$ cat config.mk
export PLATFORM = sky130hd
export DESIGN_NAME = anpd_core
export DESIGN_NICKNAME = d
export VERILOG_FILES = /design/src/hw/anpd_pkg.sv /design/src/hw/anpd_core.sv /design/src/hw/anpd_progress.sv
export SDC_FILE = /design/constraint.sdc
export NUM_CORES = 1
export LEC_CHECK = 0
export ABC_AREA = 0
export BUFFER_PORTS_ARGS = -buffer_cell sky130_fd_sc_hd__clkbuf_2
export CORE_ASPECT_RATIO = 2
export CORE_MARGIN = 2
export CORE_UTILIZATION = 59
export DETAILED_ROUTE_END_ITERATION = 7
export PLACE_DENSITY = 0.87
export SLEW_MARGIN = 20
export SYNTH_ARGS = -nofsm -noshare
export SYNTH_HDL_FRONTEND = slang
export SYNTH_HIERARCHICAL = 1
export SYNTH_SLANG_ARGS = --single-unit
$ cat constraint.sdc
create_clock -name ref_clk -period 6.3 [get_ports ref_clk]
set_input_delay 0.945 -clock ref_clk [delete_from_list [all_inputs] [get_ports ref_clk]]
set_output_delay 0.945 -clock ref_clk [all_outputs]
set_load 0.01 [all_outputs]
$ cat src/hw/anpd_pkg.sv
// Constants, register map and state types of the negotiation monitor block.
package anpd_pkg;

	// Register byte offsets on the AXI4-Lite bus.
	localparam logic [7:0] REG_CTRL = 8'h00;
	localparam logic [7:0] REG_STAT = 8'h04;
	localparam logic [7:0] REG_PART = 8'h08;
	localparam logic [7:0] REG_ADV  = 8'h0C;
	localparam logic [7:0] REG_EXP  = 8'h10;
	localparam logic [7:0] REG_QP   = 8'h14;
	localparam logic [7:0] REG_EXT  = 8'h18;

	// Control register fields and reset value.
	localparam int CTRL_SRST    = 15;
	localparam int CTRL_ANEN    = 12;
	localparam int CTRL_RESTART = 9;
	localparam logic [15:0] CTRL_RESET_VAL = 16'h1000;

	// Field positions of the status copies.
	localparam int STAT_LINK    = 2;
	localparam int STAT_RF      = 4;
	localparam int STAT_DONE    = 5;
	localparam int PART_10HD    = 5;
	localparam int PART_100HD   = 7;
	localparam int PART_RF      = 13;
	localparam int ADV_RF       = 13;
	localparam int EXP_CAP      = 0;
	localparam int EXP_PDF      = 4;
	localparam int EXT_RF       = 13;
	localparam int QP_RATE      = 15;
	localparam int QP_DPX       = 14;
	localparam int QP_PROG_HI   = 13;
	localparam int QP_PROG_LO   = 11;
	localparam int QP_DONE      = 4;
	localparam int QP_NOSIG     = 3;
	localparam int QP_RF        = 1;
	localparam int QP_LINK      = 0;

	// AXI response codes.
	localparam logic [1:0] RESP_OKAY   = 2'h0;
	localparam logic [1:0] RESP_SLVERR = 2'h2;

	// Negotiation time budget and its count of clock cycles.
	localparam int unsigned CLK_HZ          = 10000000;
	localparam int unsigned NEG_TIME_MS     = 500;
	localparam int unsigned NEG_TIMEOUT_CYC = NEG_TIME_MS * (CLK_HZ / 1000);

	// Progress codes, one for each arbitration state, and PM_UP for a read after completion.
	localparam logic [3:0] PM_IDLE  = 4'h0;
	localparam logic [3:0] PM_TXFLP = 4'h1;
	localparam logic [3:0] PM_ABIL  = 4'h2;
	localparam logic [3:0] PM_ACK   = 4'h3;
	localparam logic [3:0] PM_NLP   = 4'h4;
	localparam logic [3:0] PM_I100  = 4'h5;
	localparam logic [3:0] PM_PDF   = 4'h6;
	localparam logic [3:0] PM_LWAIT = 4'h7;
	localparam logic [3:0] PM_UP    = 4'h8;
	localparam logic [3:0] PM_DONE  = 4'hF;

	// Arbitration states, one-hot.
	typedef enum logic [8:0] {
		ARB_IDLE  = 9'h001,
		ARB_TXFLP = 9'h002,
		ARB_ABIL  = 9'h004,
		ARB_ACK   = 9'h008,
		ARB_NLP   = 9'h010,
		ARB_I100  = 9'h020,
		ARB_PDF   = 9'h040,
		ARB_LWAIT = 9'h080,
		ARB_DONE  = 9'h100
	} anpd_arb_t;

	// Negotiation state and status flags.
	typedef struct packed {
		anpd_arb_t   arb;
		logic [22:0] tmr;
		logic        partner_negotiation_capable;
		logic        partner_10hd;
		logic        partner_100hd;
		logic        pd_fault;
		logic        rf;
		logic        no_sig;
		logic        adv_rf;
		logic        tech10;
		logic        tech100;
		logic        rate100;
		logic        fdx;
	} anpd_neg_t;

	localparam anpd_neg_t NEG_RST = '{arb: ARB_IDLE, tmr: 23'h000000,
		partner_negotiation_capable: 1'b0, partner_10hd: 1'b0,
		partner_100hd: 1'b0, pd_fault: 1'b0, rf: 1'b0, no_sig: 1'b0,
		adv_rf: 1'b0, tech10: 1'b0, tech100: 1'b0, rate100: 1'b0,
		fdx: 1'b0};

	// Whole state of the top module.
	typedef struct packed {
		anpd_neg_t   neg;
		logic        an_en;
		logic        rst_req;
		logic        srst;
		logic        aw_ok;
		logic        w_ok;
		logic [7:0]  waddr;
		logic [15:0] wdata;
		logic [1:0]  wstrb;
		logic        bvalid;
		logic [1:0]  bresp;
		logic        rvalid;
		logic [1:0]  rresp;
		logic [15:0] rdata;
	} anpd_st_t;

	localparam anpd_st_t ST_RST = '{neg: NEG_RST,
		an_en: CTRL_RESET_VAL[CTRL_ANEN], rst_req: 1'b0, srst: 1'b0,
		aw_ok: 1'b0, w_ok: 1'b0, waddr: 8'h00, wdata: 16'h0000,
		wstrb: 2'h0, bvalid: 1'b0, bresp: RESP_OKAY, rvalid: 1'b0,
		rresp: RESP_OKAY, rdata: 16'h0000};

endpackage: anpd_pkg

$ cat src/hw/anpd_core.sv
// Parallel detection, fault signalling and restart control with AXI registers.
//
// Chosen here: the placing of the registers and register access over AXI4-Lite.
`timescale 1ns/100ps
module anpd_core
	import anpd_pkg::*;
#(
	parameter int unsigned NEG_CYC = NEG_TIMEOUT_CYC
)
(
	// Clock and reset.
	input  wire logic        ref_clk,
	input  wire logic        rst_b,
	// AXI4-Lite write channels.
	input  wire logic        awvalid,
	output logic             awready,
	input  wire logic [7:0]  awaddr,
	input  wire logic        wvalid,
	output logic             wready,
	input  wire logic [31:0] wdata,
	input  wire logic [3:0]  wstrb,
	output logic             bvalid,
	input  wire logic        bready,
	output logic      [1:0]  bresp,
	// AXI4-Lite read channels.
	input  wire logic        arvalid,
	output logic             arready,
	input  wire logic [7:0]  araddr,
	output logic             rvalid,
	input  wire logic        rready,
	output logic      [31:0] rdata,
	output logic      [1:0]  rresp,
	// Line events from the pulse decoder.
	input  wire logic        rx_flp,
	input  wire logic        rx_nlp,
	input  wire logic        rx_idle100,
	input  wire logic        rx_signal,
	input  wire logic        rx_remote_fault,
	input  wire logic        page_rcvd,
	input  wire logic        ack_rcvd,
	// Resolution result and link state.
	input  wire logic        res_100,
	input  wire logic        res_fdx,
	input  wire logic        link_ok,
	input  wire logic        local_link_fault,
	// Technology enables and transmit control.
	output logic             flp_tx_en,
	output logic             tech_10_en,
	output logic             tech_100_en,
	output logic             adv_remote_fault
);

	anpd_st_t    s_r;
	anpd_st_t    s_nxt;
	logic [3:0]  held;
	logic [3:0]  arb_code;
	logic        arb_done;
	logic        rd_qp;
	logic        rd_exp;
	logic        multi;
	logic        tmo;
	logic        quiet;
	logic [15:0] rv;
	logic [1:0]  rerr;

	// Maps each arbitration state to its progress code.
	function automatic logic [3:0] anpd_code(input anpd_arb_t a);
		case (a)
			ARB_TXFLP: anpd_code = PM_TXFLP;
			ARB_ABIL:  anpd_code = PM_ABIL;
			ARB_ACK:   anpd_code = PM_ACK;
			ARB_NLP:   anpd_code = PM_NLP;
			ARB_I100:  anpd_code = PM_I100;
			ARB_PDF:   anpd_code = PM_PDF;
			ARB_LWAIT: anpd_code = PM_LWAIT;
			ARB_DONE:  anpd_code = PM_DONE;
			default:   anpd_code = PM_IDLE;
		endcase
	endfunction: anpd_code

	// Helper terms for the state machine.
	assign arb_code = anpd_code(s_r.neg.arb);
	assign arb_done = (s_r.neg.arb == ARB_DONE);
	assign multi = (rx_flp && rx_nlp) || (rx_flp && rx_idle100) ||
		(rx_nlp && rx_idle100);
	assign tmo = (s_r.neg.tmr >= 23'(NEG_CYC - 1));
	assign quiet = s_r.an_en && !s_r.rst_req && !s_r.srst;

	// Progress monitor with history-then-present reads.
	anpd_progress u_pm (
		.ref_clk (ref_clk),
		.rst_b   (rst_b),
		.clr     (s_r.srst),
		.rd      (rd_qp),
		.done    (arb_done),
		.code    (arb_code),
		.held    (held)
	);

	// Read multiplexer over the current register contents.
	always_comb
	begin
		rv = 16'h0000;
		rerr = RESP_OKAY;
		case (araddr)
			REG_CTRL: rv[CTRL_ANEN] = s_r.an_en;
			REG_STAT:
			begin
				rv[STAT_LINK] = link_ok;
				rv[STAT_RF] = s_r.neg.rf;
				rv[STAT_DONE] = arb_done;
			end
			REG_PART:
			begin
				rv[PART_10HD] = s_r.neg.partner_10hd;
				rv[PART_100HD] = s_r.neg.partner_100hd;
				rv[PART_RF] = s_r.neg.rf;
			end
			REG_ADV: rv[ADV_RF] = s_r.neg.adv_rf;
			REG_EXP:
			begin
				rv[EXP_CAP] = s_r.neg.partner_negotiation_capable;
				rv[EXP_PDF] = s_r.neg.pd_fault;
			end
			REG_QP:
			begin
				rv[QP_RATE] = s_r.neg.rate100;
				rv[QP_DPX] = s_r.neg.fdx;
				rv[QP_PROG_HI:QP_PROG_LO] = held[2:0];
				rv[QP_DONE] = held[3];
				rv[QP_NOSIG] = s_r.neg.no_sig;
				rv[QP_RF] = s_r.neg.rf;
				rv[QP_LINK] = link_ok;
			end
			REG_EXT: rv[EXT_RF] = s_r.neg.rf;
			default: rerr = RESP_SLVERR;
		endcase
	end

	// Next state: bus slave, then negotiation machine.
	always_comb
	begin
		s_nxt = s_r;
		s_nxt.rst_req = 1'b0;
		s_nxt.srst = 1'b0;
		rd_qp = 1'b0;
		rd_exp = 1'b0;
		if (awvalid && awready)
		begin
			s_nxt.aw_ok = 1'b1;
			s_nxt.waddr = awaddr;
		end
		if (wvalid && wready)
		begin
			s_nxt.w_ok = 1'b1;
			s_nxt.wdata = wdata[15:0];
			s_nxt.wstrb = wstrb[1:0];
		end
		if (s_r.bvalid && bready)
			s_nxt.bvalid = 1'b0;
		// A write acts once both address and data are held.
		if (s_r.aw_ok && s_r.w_ok)
		begin
			s_nxt.aw_ok = 1'b0;
			s_nxt.w_ok = 1'b0;
			s_nxt.bvalid = 1'b1;
			s_nxt.bresp = (s_r.waddr > REG_EXT || s_r.waddr[1:0] != 2'h0) ?
				RESP_SLVERR : RESP_OKAY;
			if (s_r.waddr == REG_CTRL && s_r.wstrb[1])
			begin
				s_nxt.an_en = s_r.wdata[CTRL_ANEN];
				s_nxt.rst_req = s_r.wdata[CTRL_RESTART];
				s_nxt.srst = s_r.wdata[CTRL_SRST];
			end
		end
		if (s_r.rvalid && rready)
			s_nxt.rvalid = 1'b0;
		// Read data is captured as the address is taken.
		if (arvalid && arready)
		begin
			s_nxt.rvalid = 1'b1;
			s_nxt.rdata = rv;
			s_nxt.rresp = rerr;
			rd_qp = (araddr == REG_QP);
			rd_exp = (araddr == REG_EXP);
		end
		if (s_r.srst)
		begin
			s_nxt.neg = NEG_RST;
			s_nxt.an_en = CTRL_RESET_VAL[CTRL_ANEN];
		end
		else
		begin
			if (rd_exp)
				s_nxt.neg.pd_fault = 1'b0;
			case (s_r.neg.arb)
				ARB_IDLE:
					if (s_r.an_en)
						s_nxt.neg.arb = ARB_TXFLP;
				ARB_TXFLP:
					if (multi)
					begin
						s_nxt.neg.arb = ARB_PDF;
						s_nxt.neg.pd_fault = 1'b1;
					end
					else if (rx_flp)
					begin
						s_nxt.neg.arb = ARB_ABIL;
						s_nxt.neg.partner_negotiation_capable = 1'b1;
					end
					else if (rx_nlp)
					begin
						s_nxt.neg.arb = ARB_NLP;
						s_nxt.neg.partner_negotiation_capable = 1'b0;
						s_nxt.neg.partner_10hd = 1'b1;
						s_nxt.neg.partner_100hd = 1'b0;
					end
					else if (rx_idle100)
					begin
						s_nxt.neg.arb = ARB_I100;
						s_nxt.neg.partner_negotiation_capable = 1'b0;
						s_nxt.neg.partner_100hd = 1'b1;
						s_nxt.neg.partner_10hd = 1'b0;
					end
				ARB_ABIL:
					if (page_rcvd)
						s_nxt.neg.arb = ARB_ACK;
					else if (tmo)
						s_nxt.neg.arb = ARB_TXFLP;
				ARB_ACK:
					if (ack_rcvd)
					begin
						s_nxt.neg.arb = ARB_LWAIT;
						s_nxt.neg.rate100 = res_100;
						s_nxt.neg.fdx = res_fdx;
						s_nxt.neg.tech100 = res_100;
						s_nxt.neg.tech10 = !res_100;
					end
					else if (tmo)
						s_nxt.neg.arb = ARB_TXFLP;
				ARB_NLP:
				begin
					s_nxt.neg.arb = ARB_LWAIT;
					s_nxt.neg.tech10 = 1'b1;
					s_nxt.neg.tech100 = 1'b0;
					s_nxt.neg.rate100 = 1'b0;
					s_nxt.neg.fdx = 1'b0;
				end
				ARB_I100:
				begin
					s_nxt.neg.arb = ARB_LWAIT;
					s_nxt.neg.tech100 = 1'b1;
					s_nxt.neg.tech10 = 1'b0;
					s_nxt.neg.rate100 = 1'b1;
					s_nxt.neg.fdx = 1'b0;
				end
				ARB_PDF:
				begin
					s_nxt.neg.tech10 = 1'b0;
					s_nxt.neg.tech100 = 1'b0;
					if (tmo)
						s_nxt.neg.arb = ARB_TXFLP;
				end
				ARB_LWAIT:
					if (link_ok)
						s_nxt.neg.arb = ARB_DONE;
					else if (tmo)
						s_nxt.neg.arb = ARB_TXFLP;
				ARB_DONE:
					if (!link_ok)
						s_nxt.neg.arb = ARB_TXFLP;
				default: s_nxt.neg.arb = ARB_IDLE;
			endcase
			// Budget timer restarts on every state change.
			if (s_nxt.neg.arb != s_r.neg.arb || tmo)
				s_nxt.neg.tmr = 23'h000000;
			else
				s_nxt.neg.tmr = s_r.neg.tmr + 23'h000001;
			// Restart request or disable sends arbitration back to idle.
			if (s_r.rst_req || !s_r.an_en)
			begin
				s_nxt.neg.arb = ARB_IDLE;
				s_nxt.neg.tmr = 23'h000000;
				s_nxt.neg.tech10 = 1'b0;
				s_nxt.neg.tech100 = 1'b0;
				s_nxt.neg.rf = 1'b0;
			end
			// A partner fault wins over the restart clear.
			if (rx_remote_fault)
				s_nxt.neg.rf = 1'b1;
			s_nxt.neg.no_sig = !rx_signal;
			s_nxt.neg.adv_rf = local_link_fault;
		end
	end

	// State register.
	always_ff @(posedge ref_clk or negedge rst_b)
	begin
		if (!rst_b)
			s_r <= ST_RST;
		else
			s_r <= s_nxt;
	end

	// Bus handshakes and outputs.
	assign awready = !s_r.aw_ok && !s_r.bvalid;
	assign wready = !s_r.w_ok && !s_r.bvalid;
	assign arready = !s_r.rvalid;
	assign bvalid = s_r.bvalid;
	assign bresp = s_r.bresp;
	assign rvalid = s_r.rvalid;
	assign rresp = s_r.rresp;
	assign rdata = {16'h0000, s_r.rdata};
	assign flp_tx_en = (s_r.neg.arb == ARB_TXFLP) ||
		(s_r.neg.arb == ARB_ABIL) || (s_r.neg.arb == ARB_ACK);
	assign tech_10_en = s_r.neg.tech10;
	assign tech_100_en = s_r.neg.tech100;
	assign adv_remote_fault = s_r.neg.adv_rf;
endmodule: anpd_core

$ cat src/hw/anpd_progress.sv
// Progress monitor: history-then-present latch of the arbitration code.
`timescale 1ns/100ps
module anpd_progress
	import anpd_pkg::*;
(
	// Clock and reset.
	input  wire logic       ref_clk,
	input  wire logic       rst_b,
	// Control from the negotiation logic.
	input  wire logic       clr,
	input  wire logic       rd,
	input  wire logic       done,
	input  wire logic [3:0] code,
	// Held status code.
	output logic      [3:0] held
);

	typedef struct packed {
		logic [3:0] held;
		logic       rd_done;
	} anpd_pm_st_t;

	anpd_pm_st_t s_r;
	anpd_pm_st_t s_nxt;
	logic        frozen;

	// Once complete, only a read or a reset may move the code.
	assign frozen = done && (s_r.held == PM_DONE || s_r.rd_done);

	// Next-state: clear, read load, or upward-only load.
	always_comb
	begin
		s_nxt = s_r;
		if (!done)
			s_nxt.rd_done = 1'b0;
		if (clr)
		begin
			s_nxt = '0;
		end
		else if (rd)
		begin
			s_nxt.held = done ? PM_UP : code;
			s_nxt.rd_done = done;
		end
		else if (!frozen && code > s_r.held)
			s_nxt.held = code;
	end

	// State register.
	always_ff @(posedge ref_clk or negedge rst_b)
	begin
		if (!rst_b)
			s_r <= '0;
		else
			s_r <= s_nxt;
	end

	assign held = s_r.held;
endmodule: anpd_progress

### Word level (Yosys, flattened, before mapping)

Cells that the tools add are included.

| operators by class | value |
|---|---|
| add/sub/neg operators | 1 |
| $lt $le $gt $ge | 3 |
| equality and inequality tests | 22 |
| muxes and demuxes | 60 |
| reduce and logical (&&, ||, !) cells | 54 |

Operator list:

| kind | number |
|---|---|
| $mux W9 | 11 |
| $pmux W9 S8 | 1 |
| $mux W43 | 1 |
| $mux W32 | 1 |
| $pmux W4 S8 | 1 |
| $eq A8 B5 Y1 const B | 3 |
| $add A23 B1 Y23 const B | 1 |
| $ge A23 B23 Y1 const B | 1 |
| $mux W23 | 1 |
| $mux W4 | 5 |
| $mux W1 | 19 |
| $mux W19 | 1 |
| $eq A8 B4 Y1 const B | 2 |
| $logic_not A8 Y1 | 2 |
| $reduce_bool A2 Y1 | 8 |
| $mux W3 | 5 |
| $logic_and A1 B1 Y1 | 14 |
| $mux W2 | 5 |
| $mux W5 | 2 |
| $eq A9 B1 Y1 const B | 1 |
| $eq A9 B2 Y1 const B | 1 |
| $eq A9 B3 Y1 const B | 1 |
| $eq A9 B4 Y1 const B | 1 |
| $eq A9 B5 Y1 const B | 1 |
| other kinds (27) | 51 |

| word-level totals | value |
|---|---|
| bits in registers | 97 |
| input port bits | 70 |
| output and inout bits | 45 |
| word-level logic and storage cells | 168 |

### Depth between registers and ports, before layout

Gate-level depths: netlist (run 1).

| logic depth | value |
|---|---|
| word-level depth | 11 |
| depth in mapped cells | 12 |
| mapped depth without buffers | 11 |

### Cells and area by module

Netlist (run 1), hierarchy kept.

By module, submodules not included:

| module | instances | cells an instance | area an instance (µm²) | seq. area each (µm²) |
|---|---|---|---|---|
| anpd_core | 1 | 463 | 4490.6 | 1904.3 |
| anpd_progress | 1 | 39 | 362.8 | 125.1 |

### Worst setup path before layout (run 1)

OpenSTA, ideal clock, no wires.

| timing path | value |
|---|---|
| kind | input-to-reg |
| from | in rx_idle100 |
| to | reg s_r[69] (netlist bit) |
| library setup time | 97 ps |
| arrival | 2565 ps |
| required time | 6203 ps |
| slack | 3638 ps |
| stages | 8 |
| path buffers | 2 |
| path through | clkbuf_1 > or3_1 > nor2_1 > o211ai_1 > and4bb_1 > o2111ai_4 > buf_6 > nor4_2 |

RTL lines:

| what | RTL line | text |
|---|---|---|
| start, declared | anpd_core.sv:36 | `input wire logic rx_idle100,` |
| end signal, assigned | anpd_core.sv:302 | `s_r <= s_nxt;` |
| end, declared | anpd_core.sv:53 | `anpd_st_t s_r;` |

==> run metrics, run 1 <==
total gr overflow 0; Synth Cell Area a little under 0.005 mm²; Synth Area in Compound Gates 0.133; total number of vias about 4,000; outcome finished, final reports clean; Post-Syn Instances between 500 and 600; Core Area ~0.0079 mm²; syn avg cell area ~9.7 µm²; Final Max Tran Viols 0; Critical Path End Type flop; largest net degree at the start of global routing 82; commonest cells after routing, fill and taps aside 79 x dfrtp_1, 59 x clkbuf_2, 39 x nand2_1, 36 x nor2_1; Initial DRT Pass Iterations 5; I/O pins ~120; maxcap violations 0; critical path depth in cells 6; Port-buffer cells 60; ys async rst share 1.00; period utilization 0.525; Slew @ Worst Pin ~920 ps; count of final hold-check violations 0; busiest grt layer met2; total wire length around 11,000 µm; Synth area leader dfrtp_1; Register Area 0.00203 mm²; Die X between 60 and 70 µm; setup slack, reg-to-reg 2990 ps; commonest non-fill, non-tap cell in the layout dfrtp_1; Fin Hold WS approximately 480 ps; Worst Setup EP s_r[67]; Worst-path clk slew roughly 60 ps; Lkg Pwr 2.28 nW; initial antenna violation count 0; Die Span Y around 130 µm; critical path's slowest cell dfrtp_1; ANT cells 0; clock buffer count from CTS 9; Post-Synth Adder-Cell Area 0.0129; Post-CTS Hold Buffers 0; vias in the first global route roughly 3,900; Yosys warnings 6; RR Endpoint s_r[67]; final std cells w/o fill 634; via-per-instance ratio 6.24; met1 Usage GRT 0.265; Worst setup SP type flop; clock root buffer clkbuf_16; Synth Area in Simple Gates 0.244; Worst Setup SP s_r[94]; Residual DRC 0; Longest Clk Path Bufs 2; R2R Path Start s_r[94]; total track usage 0.267; post-synthesis sequential area ratio 0.418; Post-DRT Antenna Nets 0; final setup skew ~7.6 ps; grt met3 use 0.0709; first-pass GRT wire length 18,300 µm; post-CTS setup buffers 0; Max IR drop VDD roughly 0.24 mV; RSZ-0062 raised after global routing no; CP max FO 23; f_max 0.302 GHz; layout cells sized above 1 0.229; # rows 46; Layout area overhead 8.46%; Worst Setup Slack, final 2990 ps; Fill cells a little over 600; routed length per placed instance roughly 18 µm; die area between 0.009 and 0.01 mm²; xor/xnor share of the synthesized area 0.0469; worst min path class flop to flop; dpl cells slightly above 600; R2R cell count 6; Worst EP arrival 3520 ps; CTS H-tree depth 3; CP most frequent cell nor4_1; DP Area 0.00496 mm²; Layout Nets 608; number of synthesized register bits between 80 and 90; setup violators final 0; CTS Sinks between 80 and 90; Overall Power around 1.4 mW; Rel. slew slack 0.387; setup total negative slack 0 ps; clk_lat worst skew approximately 340 ps; CP Cell Sequence nor4_1, nand4b_1, o32a_1, and4bb_1, o2111ai_4, nor4_1; CTS tree built; largest family of logic cells by synthesized area simple AND/OR/NAND/NOR gates; fraction of synthesized area in multiplexers 0.0433; fin util 0.663; post-synth top area share 0.407; HPWL after DPL just over 8000 µm; Multi-input gate area approximately 0.0024 mm²; ys flop type dfrtp_1; Post-synth EDFFs 0; effective utilization at floorplan 0.611; post_cts resized 0; Final Instance Area 0.00526 mm²; power per standard cell area ~260 mW/mm²; initial DRC count 266; Buf/Inv on CP 0; CP Data Required Time 6520 ps; met2 Track Usage GR 0.464; Netlist cell types just under 70; Worst path max stage delay approximately 570 ps; CP Class flop to flop; GP Congestion between 0.9 and 1; DP Worst Slack around 3000 ps; synth top area cells dfrtp_1 41%, buf_4 6.2%, nor4_2 5.2%; min Tclk post-route between 3000 and 4000 ps; family with the most delay on the worst path simple AND/OR/NAND/NOR gates
## synthesized netlist by cell type (3+ instances only)
| cell type | number |
|---|---|
| dfrtp_1 | 79 |
| buf_4 | 40 |
| nand2_1 | 39 |
| nor2_1 | 37 |
| a21oi_1 | 22 |
| o21ai_0 | 22 |
| inv_1 | 21 |
| nor4_2 | 20 |
| clkbuf_1 | 18 |
| nor3_1 | 16 |
| xnor2_1 | 15 |
| nand3_1 | 13 |
| mux2_2 | 12 |
| nor4_1 | 11 |
| xor2_1 | 11 |
| nand4_1 | 10 |
| and2_1 | 7 |
| and3_1 | 7 |
| nor2b_1 | 7 |
| a22o_1 | 6 |
| mux2i_1 | 6 |
| ha_1 | 5 |
| a21o_1 | 4 |
| o211ai_1 | 4 |
| or3_1 | 4 |
| or4_1 | 4 |
| a211o_1 | 3 |
| a21boi_0 | 3 |
| a31oi_1 | 3 |
| buf_6 | 3 |
| nand4b_1 | 3 |
| nor3b_1 | 3 |
## sequential cells by signal, summed over array words and instances, names as in the netlist
| name | count |
|---|---|
| tech_10_en | 1 |
| adv_remote_fault | 1 |
| tech_100_en | 1 |
| rresp | 1 |
| s_r | 57 |
| u_pm/s_r | 1 |
| rvalid | 1 |
| rdata | 12 |
| bresp | 1 |
| u_pm/held | 4 |
| bvalid | 1 |
## logic make-up (layout without fill, tap and decap cells)
kind of cell | Yosys count | count (layout)
and+or+nand+nor | 194 | 194
AOI/OAI and AO/OA | 92 | 92
buffers and inverters | 84 | 99
DFF | 81 | 81
xor gates and xnor gates | 26 | 26
muxes | 19 | 19
adders and majority gates | 5 | 5
other | 1 | 22
## routing by layer
layer,part of all wire,vias up
met2,0.55,190
met5,0,-
met3,0.056,56
met4,0.059,0
met1,0.33,1901
li1,-,1808
## final cells by class
type / instances / share of cell area
Clock inverter: 6 / 0.0133
Tap cell: 96 / 0.0228
Inverter: 21 / 0.0150
Timing Repair Buffer: 62 / 0.0611
Clock buffer: 10 / 0.0435
Sequential cell: 81 / 0.386
Multi-Input combinational cell: 358 / 0.459
## how the worst min path moves through the flow
stage | slack (ps) | cells past startpoint | endpoint | start
after floorplan | 440 | 1 | rdata[3] | s_r[58]
after global placement | 450 | 1 | rdata[3] | s_r[58]
after detailed placement | 460 | 1 | s_r[64] | s_r[64]
after CTS | 480 | 1 | s_r[64] | s_r[64]
after global routing | 500 | 2 | rdata[5] | rdata[5]
final | 480 | 1 | s_r[51] | s_r[33]
## report_power, final
part | switching (mW) | leakage (nW) | internal, mW | total, mW
combinational | 0.133 | 1.09 | 0.0982 | 0.231
sequential | 0.0448 | 1.04 | 0.585 | 0.630
clock | 0.210 | 0.147 | 0.309 | 0.519
total | 0.387 | 2.28 | 0.992 | 1.38
## worst register-to-register path: cells and delay by family, from the launching register on
kind	cells	cell delay [ps]
compound gates	2	810
simple gates	4	1820
flops	1	570
No activity file was read; power rests on OpenSTA's default activity.
==> run 2: changes to the inputs <==
--- a/config.mk
+++ b/config.mk
@@ -9,9 +9,9 @@
 export BUFFER_PORTS_ARGS = -buffer_cell sky130_fd_sc_hd__clkbuf_2
 export CORE_ASPECT_RATIO = 2
 export CORE_MARGIN = 2
-export CORE_UTILIZATION = 59
+export CORE_UTILIZATION = 49
 export DETAILED_ROUTE_END_ITERATION = 7
-export PLACE_DENSITY = 0.87
+export PLACE_DENSITY = 0.77
 export SLEW_MARGIN = 20
 export SYNTH_ARGS = -nofsm -noshare
 export SYNTH_HDL_FRONTEND = slang
==> constraint.sdc (replaced) <==
create_clock -name ref_clk -period 3 [get_ports ref_clk]
set_input_delay 0.45 -clock ref_clk [delete_from_list [all_inputs] [get_ports ref_clk]]
set_output_delay 0.45 -clock ref_clk [all_outputs]
set_load 0.01 [all_outputs]
==> run metrics, run 2 (synthesized netlist as in run 1, its figures left out) <==
Fin Hold WS 150 ps (-327 ps); post_cts resized 0 (unchanged); layout cells sized above 1 0.260 (+0.0317); CTS tree built; dpl cells 673 (+8.9%); Max IR drop VDD 0.374 mV (+57%); R2R Path Start s_r[92]; Final Instance Area 0.00549 mm² (+4.4%); vias in the first global route 3,886 (-1.6%); Top reg by flops s_r; effective utilization at floorplan 0.500 (-0.111); min Tclk post-route 2910 ps (-397 ps); Flop pwr share 0.448 (-0.009); Slew @ Worst Pin 722 ps (-194 ps); GP Congestion 0.986 (+9.2%); post-CTS setup buffers 0 (unchanged); setup violators final 0 (unchanged); Layout area overhead 13.2%; Rel. slew slack 0.519 (+0.132); f_max 0.344 GHz (+14%); Critical Path End Type flop; Residual DRC 0 (unchanged); CP Class flop to flop; CTS Sinks 81 (unchanged); Port-buffer cells 60 (unchanged); Worst EP arrival 3130 ps (-390 ps); maxcap violations 0 (unchanged); count of final hold-check violations 0 (unchanged); initial antenna violation count 0 (unchanged); Register Area 0.00203 mm² (about the same); die area 0.0108 mm² (+19%); Combinational Power Share 0.168 (about the same); fin util 0.566 (-0.0963); Layout Nets 627 (+3.1%); # rows 51 (+11%); Die Span Y 145 µm (+9.4%); outcome finished, final reports clean; Core Area 0.00970 mm² (+22%); commonest non-fill, non-tap cell in the layout dfrtp_1; Post-DRT Antenna Nets 0 (unchanged); Worst-path clk slew 70 ps (about the same); CTS H-tree depth 3 (unchanged); period utilization 0.970 (+0.445); commonest cells after routing, fill and taps aside 78 x dfrtp_1, 59 x clkbuf_2, 39 x nand2_1, 36 x nor2_1; via-per-instance ratio 5.71 (-8.5%); clock buffer count from CTS 9 (unchanged); Overall Power 2.96 mW (+110%); Multi-input gate area 0.00242 mm² (+0.26%); Worst Setup Slack, final 89.7 ps (-2900 ps); Fill cells 896 (+46%); total gr overflow 0 (unchanged); Largest register FFs 57 (unchanged); clock root buffer clkbuf_16; Die X 74.4 µm (+9.2%); clock share of power 0.384 (+0.008); CP Data Required Time 3220 ps (-3300 ps); power per standard cell area 538 mW/mm² (+110%); RSZ-0062 raised after global routing no; Final Max Tran Viols 0 (unchanged); clk_lat worst skew 340 ps (about the same); RR Endpoint u_pm/held[3]; total number of vias 3,932 (-0.58%); total track usage 0.224 (-0.0435); Post-CTS Hold Buffers 0 (unchanged); Worst setup SP type flop; Initial DRT Pass Iterations 4 (-1); I/O pins 115 (unchanged); Lkg Pwr 2.39 nW (+4.8%); largest net degree at the start of global routing 82 (unchanged); setup total negative slack 0 ps (unchanged); ANT cells 0 (unchanged); first-pass GRT wire length 18,500 µm (+0.79%); routed length per placed instance 16.5 µm (-6.4%); total wire length 11,400 µm (+1.7%); HPWL after DPL 8620 µm (+7.0%); Sw Share 0.287 (+0.00586); switching power 847 µW (+120%); DP Area 0.00517 mm² (+4.3%); final setup skew 7.30 ps (-0.331 ps); Internal Pwr Total 2.11 mW (+110%); worst min path class input pin to async pin; DP Worst Slack 112 ps (-2890 ps); final std cells w/o fill 689 (+8.7%); initial DRC count 315 (+18%); CP max FO 10 (-57%); Longest Clk Path Bufs 2 (unchanged); setup slack, reg-to-reg 90 ps (-2900 ps); R2R cell count 10 (+4)
[run 2: cell types whose count changed in the layout (fill, tap and decap cells not counted), sizes merged]
cell | previous run | this run
buf | 3 | 22
clkinv | 5 | 1
inv | 21 | 25
clkbuf | 69 | 68
clkinvlp | 0 | 1
[run 2: power groups by stage]
stage	Sequential (mW)	Combinational [mW]	Clock, mW
2_1_floorplan	1.32	0.391	0
3_3_place_gp	1.33	0.481	0
3_5_place_dp	1.34	0.501	0
4_1_cts	1.32	0.502	1.16
5_1_grt	1.34	0.549	1.20
6_report	1.32	0.497	1.14
[run 2: worst max-delay path by stage]
stage | cells after the start | end | slack [ps] | startpoint
after floorplan | 11 | u_pm/held[3] | 340 | s_r[93]
after global placement | 10 | u_pm/held[3] | 150 | s_r[91]
after detailed placement | 10 | u_pm/held[3] | 110 | s_r[91]
after CTS | 10 | u_pm/held[3] | 90 | s_r[91]
after global routing | 11 | u_pm/held[1] | 2 | s_r[92]
final | 10 | u_pm/held[3] | 90 | s_r[92]
[run 2: area by class of cell]
class                   instances  share of cell area
clock buffers                   9              0.0410
clock inverters                 7              0.0153
inverters                      21              0.0143
multi-input cells             358               0.441
flip-flops and latches         81               0.370
well taps                     132              0.0301
repair buffers                 81              0.0890
[run 2: worst max-delay path, cell delays in order, from the launching register on]
cell and delay, ps:
dfrtp_1 570, xnor2_1 170, o211ai_1 230, o21ai_0 160, o22a_1 200, nor2_1 170, ha_1 290, a21oi_1 140
o221ai_1 150, a311o_2 420, mux2_4 310
[run 2: routing by layer]
metal  track usage  share of wire
met5             0              0
met4         0.112          0.037
met2         0.421           0.58
met3        0.0409          0.039
met1         0.224           0.35
==> run 3: changes to the inputs <==
--- a/config.mk
+++ b/config.mk
@@ -9,11 +9,11 @@
 export BUFFER_PORTS_ARGS = -buffer_cell sky130_fd_sc_hd__clkbuf_2
 export CORE_ASPECT_RATIO = 2
 export CORE_MARGIN = 2
-export CORE_UTILIZATION = 49
+export CORE_UTILIZATION = 35
 export DETAILED_ROUTE_END_ITERATION = 7
-export PLACE_DENSITY = 0.77
+export PLACE_DENSITY = 0.58
+export RECOVER_POWER = 25
 export SLEW_MARGIN = 20
 export SYNTH_ARGS = -nofsm -noshare
 export SYNTH_HDL_FRONTEND = slang
-export SYNTH_HIERARCHICAL = 1
 export SYNTH_SLANG_ARGS = --single-unit
==> run metrics, run 3 <==
outcome complete, but fails checks; violated checks capacitance limit, slew limit; Lkg Pwr 2.43 nW (+2.0%); Final Instance Area 0.00554 mm² (+0.87%); Post-Synth Adder-Cell Area 0.0131 (+0.000185); Post-Syn Instances 505 (+0.60%); total gr overflow 0 (unchanged); largest family of logic cells by synthesized area simple AND/OR/NAND/NOR gates; die area 0.0147 mm² (+36%); synth top area cells dfrtp_1 41%, buf_4 5.6%, nor4_2 5.0%; commonest cells after routing, fill and taps aside 79 x dfrtp_1, 59 x clkbuf_2, 42 x nand2_1, 34 x nor2_1, 23 x buf_4; clock buffer count from CTS 9 (unchanged); period utilization 0.956 (-0.0144); Netlist cell types 64 (-5.9%); CTS Sinks 81 (unchanged); Rel. slew slack -0.668 (-1.19); ys async rst share 1.00 (unchanged); Initial DRT Pass Iterations 4 (unchanged); CP max FO 23 (+13); first-pass GRT wire length 19,900 µm (+7.6%); min Tclk post-route 2870 ps (-43.3 ps); total wire length 12,000 µm (+5.7%); Worst Setup SP s_r[94]; routed length per placed instance 16.7 µm (+1.3%); Core Area 0.0134 mm² (+39%); post-synthesis sequential area ratio 0.424 (+0.00601); dpl cells 703 (+4.5%); CP Class flop to flop; # rows 60 (+18%); CTS H-tree depth 3 (unchanged); Worst EP arrival 3100 ps (-30 ps); Layout area overhead 15.8%; Port-buffer cells 60 (unchanged); layout cells sized above 1 0.271 (+0.0110); Die Span Y 169 µm (+17%); worst hold stages 2; Layout Nets 634 (+1.1%); Synth Cell Area 0.00478 mm² (-1.4%); setup total negative slack 0 ps (unchanged); clk_lat worst skew 340 ps (about the same); Post-synth EDFFs 0 (unchanged); Post-DRT Antenna Nets 0 (unchanged); RSZ-0062 raised after global routing no; maxcap violations 1 (+1); commonest non-fill, non-tap cell in the layout dfrtp_1; R2R cell count 7 (-3); syn avg cell area 9.47 µm² (-2.0%); post-synth top area share 0.413 (+0.00586); Residual DRC 0 (unchanged); Worst Setup EP s_r[65]; Post-CTS Hold Buffers 0 (unchanged); via-per-instance ratio 5.49 (-3.8%); Largest register FFs 57 (unchanged); most common cell in the netlist dfrtp_1; initial antenna violation count 0 (unchanged); f_max 0.349 GHz (+1.5%); largest net degree at the start of global routing 46 (-44%); vias in the first global route 4,173 (+7.4%); Longest Clk Path Bufs 2 (unchanged); setup violators final 0 (unchanged); HPWL after DPL 9280 µm (+7.7%); Worst setup SP type flop; ANT cells 0 (unchanged); initial DRC count 200 (-37%); Top reg by flops s_r; GP Congestion 0.898 (-8.9%); Yosys warnings 0 (-6); final std cells w/o fill 719 (+4.4%); CTS tree built; Die X 86.7 µm (+17%); setup slack, reg-to-reg 130 ps (+40 ps); effective utilization at floorplan 0.356 (-0.144); CP Data Required Time 3230 ps (about the same); total track usage 0.172 (-0.0514); Worst Setup Slack, final 133 ps (+43.3 ps); worst min path class input pin to flop; power per standard cell area 556 mW/mm² (+3.3%); Final Max Tran Viols 46 (+46); final setup skew 13.4 ps (+6.10 ps); Synth area leader dfrtp_1; count of final hold-check violations 0 (unchanged); Max IR drop VDD 0.564 mV (+51%); total number of vias 3,946 (+0.36%); most frequent cells after synthesis 79 x dfrtp_1, 42 x nand2_1, 36 x buf_4; fraction of synthesized area in multiplexers 0.0416 (-0.00173); DP Worst Slack -18.1 ps (-130 ps); clock root buffer clkbuf_16; Worst-path clk slew 60 ps (about the same); Critical Path End Type flop; Synth Area in Compound Gates 0.111 (-0.0219); I/O pins 115 (unchanged); number of synthesized register bits 81 (unchanged); ys flop type dfrtp_1; xor/xnor share of the synthesized area 0.0476 (+0.000675); DP Area 0.00520 mm² (+0.44%); R2R Path Start s_r[94]; Slew @ Worst Pin 2500 ps (+1780 ps); Synth Area in Simple Gates 0.264 (+0.0208); RR Endpoint s_r[65]
[run 3: cell types whose count changed after synthesis, moves of 5 or more]
| cell | delta |
|---|---|
| xnor2_1 | -7 |
| nor3_1 | +6 |
| nand3_1 | +5 |
| nor4_1 | -5 |
| xor2_1 | +7 |
| a22o_1 | -6 |
| clkbuf_1 | +5 |
| nand2b_1 | +6 |
[run 3: per-stage QoR]
stage,power (mW),util,hold WS (ps)
2_1_floorplan,1.71,-,154
3_3_place_gp,1.85,0.387,457
3_5_place_dp,1.87,0.387,457
4_1_cts,3.11,0.412,122
5_1_grt,3.23,0.412,277
6_report,3.08,0.412,286
[run 3: logic make-up (layout without fill, tap and decap cells)]
logic type	count (synthesis)	after routing
flip-flops	81	81
adder cells (fa/ha/maj)	5	5
other	1	22
AND/OR/NAND/NOR	211	211
multiplexers	18	18
XOR/XNOR	26	26
AO/OA/AOI/OAI	82	82
buffers and inverters	81	119
[run 3: cell type report]
cell class              instances  area [µm²]
clock buffers                   9         225
clock inverters                 7         108
fillers                      1329        7900
inverters                      17        63.8
multi-input cells             364        2410
flip-flops and latches         81        2030
well taps                     155         194
repair buffers                 86         515
[run 3: layer usage]
layer | global-route usage | vias to the layer above | share of wire
met5 | 0 | - | 0
met4 | 0.111 | 0 | 0.060
met3 | 0.0340 | 48 | 0.046
met2 | 0.316 | 141 | 0.55
met1 | 0.170 | 1892 | 0.35
li1 | - | 1865 | -
[run 3: timing repair]
item,in CTS,in global routing
setup endpoints to repair,3,8
buffers inserted,0,0
gates resized for setup,2,4
[run 3: worst min path at each step]
stage | from | endpoint | slack, ps
after floorplan | rst_b | adv_remote_fault | 150
after global placement | s_r[58] | rdata[3] | 460
after detailed placement | s_r[58] | rdata[3] | 460
after CTS | rst_b | rdata[7] | 120
after global routing | rx_signal | s_r[58] | 280
final | rx_signal | s_r[58] | 290
[run 3: power by group]
part | internal [mW] | total [mW] | switching, mW
Sequential | 1.23 | 1.32 | 0.0938
Combinational | 0.250 | 0.534 | 0.284
Clock | 0.747 | 1.23 | 0.478
[run 3: worst max-delay path, stage by stage, from the launching register on]
cell and delay [ps]:
dfrtp_1 370, or4_4 580, or4_4 530, nand3_2 120, o22ai_1 90, or4_1 590
buf_12 210, nor4b_1 260
